--- config.mk ---
export PLATFORM = sky130hd
export DESIGN_NAME = tmr8_timer
export DESIGN_NICKNAME = d
export VERILOG_FILES = /design/src/design/tmr8_pkg.sv /design/src/design/tmr8_timer.sv
export VERILOG_INCLUDE_DIRS = /design/src /design/src/design
export SDC_FILE = /design/constraint.sdc
export NUM_CORES = 1
export LEC_CHECK = 0
export BUFFER_PORTS_ARGS = -buffer_cell sky130_fd_sc_hd__buf_2
export CORE_MARGIN = 5
export CORE_UTILIZATION = 51
export DETAILED_ROUTE_END_ITERATION = 8
export MAX_ROUTING_LAYER = met4
export PLACE_DENSITY_LB_ADDON = 0.12
export REMOVE_ABC_BUFFERS = 1
export SETUP_SLACK_MARGIN = 0.3
export SLEW_MARGIN = 15
export SYNTH_ARGS = -nofsm -noshare
export SYNTH_HDL_FRONTEND = slang
export SYNTH_SLANG_ARGS = --single-unit
--- constraint.sdc ---
create_clock -name pclk -period 3.14 [get_ports pclk]
set_clock_uncertainty 0.05 [all_clocks]
set_input_delay 0.628 -clock pclk [delete_from_list [all_inputs] [get_ports pclk]]
set_output_delay 0.628 -clock pclk [all_outputs]
set_load 0.01 [all_outputs]
--- src/design/tmr8_defs.svh ---
// constants for the 8-bit timer with one compare channel
`ifndef TMR8_DEFS_SVH
`define TMR8_DEFS_SVH
`define TMR8_ADDR_CONTROL 12'h000
`define TMR8_ADDR_COUNT 12'h004
`define TMR8_ADDR_COMPARE 12'h008
`define TMR8_ADDR_FLAGS 12'h00c
`define TMR8_ADDR_MASK 12'h010
`define TMR8_ADDR_PORT 12'h014
`define TMR8_ADDR_SERVICE 12'h018
`define TMR8_BOTTOM 8'h00
`define TMR8_MAX 8'hff
`define TMR8_ONE 8'h01
// output action and clock source encodings
`define TMR8_ACT_NONE 2'h0
`define TMR8_ACT_TOGGLE 2'h1
`define TMR8_ACT_CLEAR 2'h2
`define TMR8_ACT_SET 2'h3
`define TMR8_CS_STOP 3'h0
// control register fields
`define TMR8_CTL_WAVE_LO 0
`define TMR8_CTL_ACT_LO 2
`define TMR8_CTL_CS_LO 4
`define TMR8_CTL_FORCE 7
// flag register fields
`define TMR8_FLG_OVF 0
`define TMR8_FLG_CMP 1
// mask register fields
`define TMR8_MSK_CMP 1
`define TMR8_MSK_GIE 2
`define TMR8_MSK_OVF 0
// port register fields
`define TMR8_PRT_DATA 0
`define TMR8_PRT_DIR 1
`endif

--- src/design/tmr8_pkg.sv ---
// types for the 8-bit timer with one compare channel
package tmr8_pkg;
    typedef enum logic [1:0] {
        TMR8_NORMAL = 2'h0,
        TMR8_PHASE_PWM = 2'h1,
        TMR8_CLEAR_ON_MATCH = 2'h2,
        TMR8_FAST_PWM = 2'h3
    } tmr8_wave_t;
    typedef struct packed {
        logic [2:0] clock_source_select;
        logic [1:0] output_action_bits;
        tmr8_wave_t waveform_select;
    } tmr8_ctl_t;
    typedef struct packed {
        logic compare_pin_direction;
        logic port_data;
    } tmr8_port_t;
endpackage : tmr8_pkg

--- src/design/tmr8_timer.sv ---
// 8-bit up/down timer counter with one output compare channel, apb slave
//
// Operation
// - each tick clears, increments or decrements counter
// - clock source zero means no ticks
// - counter readable and writable at any time
// - counter write beats tick update
// - comparator flags counter equal active compare
// - match sets flag on following tick
// - interrupt needs flag, enable, global enable
// - compare flag cleared by service or write-one; overflow by write-one
// - compare buffered in pwm modes only
// - buffer copied at top or bottom
// - compare access hits buffer or active register
// - force strobe acts as match outside pwm modes, no flag
// - counter write blocks next tick match
// - output register kept across mode changes
// - output action bits not buffered
// - reset clears compare output register
// - nonzero action bits override port data
// - override ignores waveform mode
// - action zero leaves output unchanged
// - bottom and top indications provided
// - bottom 0x00, max 0xff, top per mode
// - mode 0 counts up, overflow at wrap
// - mode 2 clears on match; 3,1 pwm
`timescale 1ns/1ps
`include "tmr8_defs.svh"
module tmr8_timer #(
    parameter int ADDR_W = 12
) (
    // clock and reset
    input wire logic pclk,
    input wire logic presetn,
    // apb slave
    input wire logic psel,
    input wire logic penable,
    input wire logic pwrite,
    input wire logic [ADDR_W-1:0] paddr,
    input wire logic [31:0] pwdata,
    output logic [31:0] prdata,
    output logic pready,
    output logic pslverr,
    // tick from the prescaler, same clock domain
    input wire logic timer_tick,
    // interrupt service acknowledge from the core
    input wire logic compare_service_ack,
    // events and pin
    output logic compare_irq,
    output logic overflow_irq,
    output logic pin_out,
    output logic pin_oe
);
    tmr8_pkg::tmr8_ctl_t ctl;
    tmr8_pkg::tmr8_port_t port;
    logic [7:0] timer_count;
    logic [7:0] compare_value;
    logic [7:0] compare_buffer;
    logic compare_match_flag;
    logic overflow_flag;
    logic compare_interrupt_enable;
    logic overflow_interrupt_enable;
    logic global_enable;
    logic compare_output;
    logic count_down;
    logic block_match;
    logic [7:0] next_count;
    logic next_down;
    logic tick;
    logic is_pwm;
    logic at_bottom;
    logic at_top;
    logic match;
    logic wr;
    logic rd;
    logic hit_count;
    logic hit_control;
    logic hit_compare;
    logic hit_flags;
    logic hit_mask;
    logic hit_port;
    logic force_now;
    logic [31:0] next_rdata;
    logic next_err;
    logic wrap;
    logic [1:0] force_action;
    logic live_match;
    logic pwm_match_level;
    logic next_compare_output;

    assign wr = psel && penable && pwrite;
    assign rd = psel && penable && !pwrite;

    // address decode, one register per aligned word
    always_comb begin
        hit_control = 1'b0;
        hit_count = 1'b0;
        hit_compare = 1'b0;
        hit_flags = 1'b0;
        hit_mask = 1'b0;
        hit_port = 1'b0;
        if (paddr == ADDR_W'(`TMR8_ADDR_CONTROL)) begin
            hit_control = 1'b1;
        end else if (paddr == ADDR_W'(`TMR8_ADDR_COUNT)) begin
            hit_count = 1'b1;
        end else if (paddr == ADDR_W'(`TMR8_ADDR_COMPARE)) begin
            hit_compare = 1'b1;
        end else if (paddr == ADDR_W'(`TMR8_ADDR_FLAGS)) begin
            hit_flags = 1'b1;
        end else if (paddr == ADDR_W'(`TMR8_ADDR_MASK)) begin
            hit_mask = 1'b1;
        end else if (paddr == ADDR_W'(`TMR8_ADDR_PORT)) begin
            hit_port = 1'b1;
        end
    end

    assign tick = timer_tick && (ctl.clock_source_select != `TMR8_CS_STOP);
    assign is_pwm = ctl.waveform_select == tmr8_pkg::TMR8_PHASE_PWM
        || ctl.waveform_select == tmr8_pkg::TMR8_FAST_PWM;
    assign at_bottom = timer_count == `TMR8_BOTTOM;
    assign at_top = (ctl.waveform_select == tmr8_pkg::TMR8_CLEAR_ON_MATCH)
        ? match : (timer_count == `TMR8_MAX);
    assign match = timer_count == compare_value;
    assign force_now = wr && hit_control && pwdata[`TMR8_CTL_FORCE] && !is_pwm;

    // counting sequence per mode
    always_comb begin
        next_count = timer_count + `TMR8_ONE;
        next_down = count_down;
        wrap = 1'b0;
        case (ctl.waveform_select)
            tmr8_pkg::TMR8_NORMAL, tmr8_pkg::TMR8_FAST_PWM: begin
                wrap = timer_count == `TMR8_MAX;
            end
            tmr8_pkg::TMR8_CLEAR_ON_MATCH: begin
                if (match) begin
                    next_count = `TMR8_BOTTOM;
                end
                wrap = timer_count == `TMR8_MAX;
            end
            tmr8_pkg::TMR8_PHASE_PWM: begin
                if (count_down && at_bottom) begin
                    next_down = 1'b0;
                end else if (!count_down && timer_count == `TMR8_MAX) begin
                    next_down = 1'b1;
                end
                next_count = next_down ? timer_count - `TMR8_ONE
                    : timer_count + `TMR8_ONE;
                wrap = count_down && at_bottom;
            end
            default: begin
                wrap = 1'b0;
            end
        endcase
    end

    // counter: a bus write wins over any tick update
    always_ff @(posedge pclk or negedge presetn) begin
        if (!presetn) begin
            timer_count <= `TMR8_BOTTOM;
        end else if (wr && hit_count) begin
            timer_count <= pwdata[7:0];
        end else if (tick) begin
            timer_count <= next_count;
        end
    end

    // count direction; only phase correct pwm ever turns down
    always_ff @(posedge pclk or negedge presetn) begin
        if (!presetn) begin
            count_down <= 1'b0;
        end else if (tick && !(wr && hit_count)) begin
            count_down <= next_down;
        end
    end

    // a counter write masks matches up to and including the next tick
    always_ff @(posedge pclk or negedge presetn) begin
        if (!presetn) begin
            block_match <= 1'b0;
        end else if (wr && hit_count) begin
            block_match <= 1'b1;
        end else if (tick) begin
            block_match <= 1'b0;
        end
    end

    // compare value: buffered in pwm modes, direct otherwise
    always_ff @(posedge pclk or negedge presetn) begin
        if (!presetn) begin
            compare_value <= `TMR8_BOTTOM;
            compare_buffer <= `TMR8_BOTTOM;
        end else begin
            if (wr && hit_compare) begin
                compare_buffer <= pwdata[7:0];
            end
            if (wr && hit_compare && !is_pwm) begin
                compare_value <= pwdata[7:0];
            end else if (is_pwm && tick && (at_bottom || at_top)) begin
                compare_value <= compare_buffer;
            end
        end
    end

    // control; action bits take effect at once, never buffered
    always_ff @(posedge pclk or negedge presetn) begin
        if (!presetn) begin
            ctl <= '0;
            port <= '0;
            compare_interrupt_enable <= 1'b0;
            overflow_interrupt_enable <= 1'b0;
            global_enable <= 1'b0;
        end else begin
            if (wr && hit_control) begin
                ctl <= tmr8_pkg::tmr8_ctl_t'(pwdata[6:0]);
            end
            if (wr && hit_port) begin
                port <= tmr8_pkg::tmr8_port_t'(pwdata[1:0]);
            end
            if (wr && hit_mask) begin
                compare_interrupt_enable <= pwdata[`TMR8_MSK_CMP];
                overflow_interrupt_enable <= pwdata[`TMR8_MSK_OVF];
                global_enable <= pwdata[`TMR8_MSK_GIE];
            end
        end
    end

    // flags: hardware set beats software clear in the same cycle
    always_ff @(posedge pclk or negedge presetn) begin
        if (!presetn) begin
            compare_match_flag <= 1'b0;
            overflow_flag <= 1'b0;
        end else begin
            if (live_match) begin
                compare_match_flag <= 1'b1;
            end else if (compare_service_ack
                || (wr && hit_flags && pwdata[`TMR8_FLG_CMP])) begin
                compare_match_flag <= 1'b0;
            end
            if (tick && wrap && !(wr && hit_count)) begin
                overflow_flag <= 1'b1;
            end else if (wr && hit_flags && pwdata[`TMR8_FLG_OVF]) begin
                overflow_flag <= 1'b0;
            end
        end
    end

    // a control write with the strobe acts on the bits that it carries
    assign force_action = force_now ? pwdata[`TMR8_CTL_ACT_LO +: 2]
        : ctl.output_action_bits;
    assign live_match = tick && match && !block_match;
    // phase correct inverts the match level on the down slope
    assign pwm_match_level = (ctl.waveform_select == tmr8_pkg::TMR8_PHASE_PWM && count_down)
        ? !ctl.output_action_bits[0] : ctl.output_action_bits[0];

    // next value of the compare output register
    always_comb begin
        next_compare_output = compare_output;
        if (force_now || (live_match && !is_pwm)) begin
            case (force_action)
                `TMR8_ACT_TOGGLE: begin
                    next_compare_output = !compare_output;
                end
                `TMR8_ACT_CLEAR: begin
                    next_compare_output = 1'b0;
                end
                `TMR8_ACT_SET: begin
                    next_compare_output = 1'b1;
                end
                default: begin
                    next_compare_output = compare_output;
                end
            endcase
        end else if (tick && is_pwm && force_action[1]) begin
            // pwm: match level per slope, restored as fast pwm wraps
            if (live_match) begin
                next_compare_output = pwm_match_level;
            end else if (ctl.waveform_select == tmr8_pkg::TMR8_FAST_PWM && at_top) begin
                next_compare_output = !force_action[0];
            end
        end else if (live_match && force_action == `TMR8_ACT_TOGGLE
            && ctl.waveform_select == tmr8_pkg::TMR8_FAST_PWM) begin
            // toggle only in fast pwm; phase correct leaves the compare output unchanged
            next_compare_output = !compare_output;
        end
    end

    // compare output register, kept across mode changes
    always_ff @(posedge pclk or negedge presetn) begin
        if (!presetn) begin
            compare_output <= 1'b0;
        end else begin
            compare_output <= next_compare_output;
        end
    end

    // pin and interrupt outputs registered
    always_ff @(posedge pclk or negedge presetn) begin
        if (!presetn) begin
            pin_out <= 1'b0;
            pin_oe <= 1'b0;
            compare_irq <= 1'b0;
            overflow_irq <= 1'b0;
        end else begin
            pin_out <= (ctl.output_action_bits != `TMR8_ACT_NONE) ? compare_output
                : port.port_data;
            pin_oe <= port.compare_pin_direction;
            compare_irq <= compare_match_flag && compare_interrupt_enable
                && global_enable;
            overflow_irq <= overflow_flag && overflow_interrupt_enable && global_enable;
        end
    end

    // read mux
    always_comb begin
        next_rdata = 32'h0000_0000;
        next_err = 1'b0;
        if (hit_control) begin
            next_rdata = {25'h0, ctl};
        end else if (hit_count) begin
            next_rdata = {24'h0, timer_count};
        end else if (hit_compare) begin
            next_rdata = {24'h0, is_pwm ? compare_buffer : compare_value};
        end else if (hit_flags) begin
            next_rdata = {30'h0, compare_match_flag, overflow_flag};
        end else if (hit_mask) begin
            next_rdata = {29'h0, global_enable, compare_interrupt_enable,
                overflow_interrupt_enable};
        end else if (hit_port) begin
            next_rdata = {29'h0, compare_output, port};
        end else begin
            next_err = 1'b1;
        end
    end

    // apb answer: zero wait, pready and data registered in setup
    always_ff @(posedge pclk or negedge presetn) begin
        if (!presetn) begin
            prdata <= 32'h0000_0000;
            pready <= 1'b0;
            pslverr <= 1'b0;
        end else begin
            pready <= psel && !penable;
            pslverr <= psel && !penable && next_err;
            prdata <= (psel && !penable && !pwrite) ? next_rdata : 32'h0000_0000;
        end
    end
endmodule : tmr8_timer

; ---- After elaboration in Yosys (flattened, before gate mapping)
; Index checks and enable logic that the tools add are counted.
[word_totals]
ff_bits = 79
inputBits = 51
word_cells = 164
output_inout_bits = 38
[op_classes]
n_eq_ne = 15
muxes = 62
n_addsub = 2
n_reduce_logical = 62
[ops]
columns = operator, n
row1 = 2-to-1 mux 8 bit, 10
row2 = 2-to-1 mux 1 bit, 44
row3 = logical AND 1 bit, 36
row4 = 2-to-1 mux 32 bit, 1
row5 = equality test 12 x 4 -> 1 bit (second input constant), 2
row6 = equality test 12 x 5 -> 1 bit (second input constant), 2
row7 = case mux 8 bit (2 select lines), 1
row8 = equality test 12 x 3 -> 1 bit (second input constant), 1
row9 = logical NOT 12 bit, 1
row10 = nonzero test 2 bit, 5
row11 = logical NOT 1 bit, 9
row12 = 2-to-1 mux 3 bit, 3
row13 = adder 8 x 1 -> 8 bit (second input constant), 1
row14 = equality test 2 bit (second input constant), 4
row15 = equality test 8 bit, 1
row16 = equality test 8 bit (second input constant), 1
row17 = logical NOT 8 bit, 1
row18 = subtractor 8 x 1 -> 8 bit (second input constant), 1
row19 = nonzero test 3 bit, 2
row20 = equality test 2 x 1 -> 1 bit (second input constant), 2
row21 = logical OR 1 bit, 4
row22 = inequality test 4 x 1 -> 1 bit (second input constant), 1
row23 = inequality test 4 x 3 -> 1 bit (second input constant), 1
row24 = case mux 1 bit (3 select lines), 1
row25 = 6 further kinds, 6

; ---- Depth between registers and ports, before layout
[logic_depth]
ltp_word = 14
mapped_depth = 9
mapped_depth_nobuf = 8

; ---- Least setup slack after synthesis
; OpenSTA, ideal clock, no wires.
[synth_path]
path_kind = register to register
startpoint = register timer_count[0]
endpoint = register compare_value[0]
setup_time_ns = 0.152
path_buffers = 1
stages_incl_launch_ff = 10
path_slack_ns = 0.354
t_required_ns = 2.938
period_less_slack_ns = 2.786
t_arrival_ns = 2.584
cell_sequence = dfrtp_1 inv_1 ha_1 or3b_1 buf_2 or3_1 or3_4 a211oi_4 mux2i_1 o21ai_1
[synth_via]
elab_chain_cells = 5
word_cells_on_any_way = 7
classes_between = 2 x eq/ne / 1 x mux / 4 x reduce/logical
[synth_rtl]
columns = item, line
row1 = from (decl), tmr8_timer.sv:56  ; logic [7:0] timer_count;
row2 = from (signal assigned), tmr8_timer.sv:160  ; timer_count <= `TMR8_BOTTOM;
row3 = from (signal assigned), tmr8_timer.sv:162  ; timer_count <= pwdata[7:0];
row4 = from (signal assigned), tmr8_timer.sv:164  ; timer_count <= next_count;
row5 = equality test 8 bit (on tied branches), n/a
row6 = 2-to-1 mux 1 bit, tmr8_timer.sv:121  ; assign at_top = (ctl.waveform_select == tmr8_pkg::TMR8_CLEAR_ON_MATCH)
row7 = logical OR 1 bit *, tmr8_timer.sv:199  ; end else if (is_pwm && tick && (at_bottom || at_top)) begin
row8 = logical AND 1 bit *, tmr8_timer.sv:199
row9 = nonzero test 2 bit (no line) *, n/a
row10 = to (signal assigned), tmr8_timer.sv:191  ; compare_value <= `TMR8_BOTTOM;
row11 = to (signal assigned), tmr8_timer.sv:198  ; compare_value <= pwdata[7:0];
row12 = to (signal assigned), tmr8_timer.sv:200  ; compare_value <= compare_buffer;
row13 = to (decl), tmr8_timer.sv:57  ; logic [7:0] compare_value;
; Every way passes the cells marked *; elsewhere a longest branch is shown, timed or not.
; A chain may end at the register's enable or synchronous reset.

; ---- Final worst setup path
[layout_path]
startpoint = register timer_count[0]
endpoint = register compare_value[6]
; Same word-level chain as after synthesis.

==> metrics.cfg <==
[status]
status=complete, no violations

[floorplanning]
die-area_sq_um=8800
initial_core_util_pct=52.5
coreArea_sq_um=6830
fp-row-count=30
fp.dieW_um=93.8
io_pins=89
die_y_um=93.8

[clocking]
path_clk_slew_ns=0.11
clk_path_buf_depth=2
clkLatencyLatePin_ns=0.31
cts_buffers=5
htreeDepth=2
clockRootBuffer=clkbuf_8
cts_hold_buf=0
clock_sinks=55
cts_tree=built

[logic_synthesis]
synthXorXnorAreaFrac_pct=1.96
synth_edf_count=0
ys_async_sr_fraction_pct=100
yosysUniqueCellTypes=55
ys_ff_latch=55
netlist_instances=402
synth_area_sq_um=3580
synth_adder_area_share_pct=1.75
synthFlopType=dfrtp_1
synth_top_family_by_area=simple AND/OR/NAND/NOR gates
synth.mux.area_fraction_pct=11.1
yosys.area_share.simple_pct=19.3
ys_warn_count=0
seq_area_frac_synth_pct=38.4
synth_compound_area_share_pct=18.9
syn_area_per_cell_sq_um=8.91

[placed_design]
placed_area_sq_um=3870
gp_congestion=1.03
dp_hpwl_mm=7.58
dpl.cell_count=534
portBuffers=40
dp_slack_ns=0.171

[critical_path]
reg2regPathDepth=9
path_class=register to register
r2r_start=timer_count[0]
critPathArrivalTime_ns=2.87
r2r-end=compare_value[6]
required_ns=3.30
reg2reg_slack_ns=0.43
worst_setup_path_start_kind=register
cp-end-kind=register
critPathMaxFanout=8

[layout]
antenna_cells=0
syn_to_final_growth_pct=11.5
multi_input_area_sq_um=2020
regArea_sq_um=1380
final_cell_area_sq_um=4000
fin_util_pct=58.5
fin_cells=543
nNetsFinal=502
drive_above_1_share_pct=22.6
nFillCells=645

[sta]
max_freq_ghz=0.369
rsz0062_at_grt=true
min_period_ns=2.71
setup_viol_count_final=0
setup_ws_ns=0.433
hold_violations=0
min_period_over_period_pct=86.2
worst_pin_slew_ns=0.860
slew_viol_final=0
max_slew_margin_pct=42.3

[global_route]
antenna_found_initial=0
grt_first_pass_wirelength_mm=16.0
grt_use_total_pct=23.7
overflow=0
grt_max_degree=28
first_global_vias=3068

[power_and_ir_drop]
power_density_nw_per_um2=311
p_leak_nw=1.80
irDropWorstVdd_uv=187

[detailed_routing]
ant_nets=0
wl_per_cell_um=18.3
vias_per_cell=6.07
routed_wl_mm=9.91
drt_iter0_drc=389
via_count=3294
dr.pass1.iters=5
drc_errors=0

[run]
drv_cap=0

[worst_hold_path]
hp-class=input pin to async pin

[worst max path at each step]
stage | depth (start not counted) | start | endpoint
after global routing | 8 | timer_count[0] | timer_count[2]
after detailed placement | 7 | paddr[9] | compare_output
after global placement | 7 | paddr[9] | compare_output
after CTS | 9 | timer_count[0] | compare_value[6]
final | 9 | timer_count[0] | compare_value[6]
after floorplan | 4 | paddr[9] | compare_value[0]
[critical path: stages (launching register included)]
cell and delay (ns):
dfrtp_1 0.41, inv_1 0.09, ha_2 0.18, or3b_4 0.43, or3_1 0.34, or3_4 0.36
a211oi_4 0.26, buf_6 0.19, mux2i_1 0.21, o21ai_1 0.08
[cells in the final DEF, fill, tap and decap left out, drive strengths merged, types with 8 or more instances in the layout]
cell type   n
a21oi      11
nor2       29
nand3      16
conb       24
buf        57
o21ai      31
mux2       22
nand2      45
inv        15
nor3        9
mux2i      15
dfrtp      55
xnor2       8
a31oi      10
[cell families after synthesis]
group	after synthesis
xor gates and xnor gates	8
and+or+nand+nor	141
buffers and inverters	57
adders and majority gates	5
muxes	37
other	1
AOI/OAI and AO/OA	98
DFF	55
[stage by stage]
step                hold WS (ns)  TNS (ns)  power [mW]
global placement           0.346         0       0.822
detailed placement         0.351         0       0.824
floorplan                  0.282    -0.730       0.764
global route               0.305         0        1.28
finish                     0.253         0        1.24
CTS                        0.269         0        1.25
[power breakdown]
group / switching (mW) / total, mW / internal [mW]
logic: 0.0712 / 0.0987 / 0.0276
registers: 0.00186 / 0.713 / 0.712
clock network: 0.268 / 0.431 / 0.162
total: 0.341 / 1.24 / 0.901
[cell type report]
type | count | area share [%]
multi-input combinational | 313 | 50.6
timing repair buffer | 57 | 8.30
tap | 96 | 3.01
clock buffer | 5 | 1.72
sequential | 55 | 34.4
inverter | 14 | 1.31
clock inverter | 3 | 0.595
[timing repair]
item,4_1_cts,5_1_grt
buffers inserted,0,1
endpoints found under the setup margin,0,15
endpoints found under the hold margin,0,0
gates resized for setup,0,6
[registers in the layout, summed over array words and instances, names as in the netlist, 2 cells and up]
| register | flops |
|---|---|
| port | 2 |
| prdata | 8 |
| compare_buffer | 8 |
| timer_count | 8 |
| compare_value | 8 |
| ctl | 7 |
[Yosys cell counts (all sizes together) (2+ instances only)]
library cell,instances,area [sq um]
a41oi,2,17.5
and4,4,35.0
or3,6,42.5
a32oi,3,26.3
a211oi,4,42.5
buf,26,189
o211ai,3,22.5
clkbuf,17,63.8
dfrtp,55,1380
a32o,3,30.0
nor2b,6,37.5
nor4,6,37.5
o31ai,3,22.5
o31a,3,26.3
inv,14,52.6
a31oi,10,62.6
xnor2,8,70.1
a21oi,11,55.1
o41ai,3,26.3
and3,6,37.5
mux2,22,248
nand2b,2,12.5
nand4,6,37.5
o21ai,31,155
mux2i,15,150
nand2,45,169
ha,5,62.6
a221oi,4,35.0
o22ai,4,25.0
and2,2,12.5
a2bb2oi,4,35.0
nor3,9,50.1
nor2,29,109
nand3,16,80.1
[routing by layer]
| layer | routed length, um | vias to the layer above | GRT usage, % | share of wire, % |
|---|---|---|---|---|
| li1 | - | 1515 | - | - |
| met1 | 4550 | 1570 | 34.2 | 46 |
| met2 | 4300 | 190 | 35.5 | 43 |
| met3 | 815 | 19 | 2.88 | 8.2 |
| met4 | 246 | 0 | 6.26 | 2.5 |
| met5 | 0 | - | - | 0 |
No activity file was read; power rests on OpenSTA's default activity.
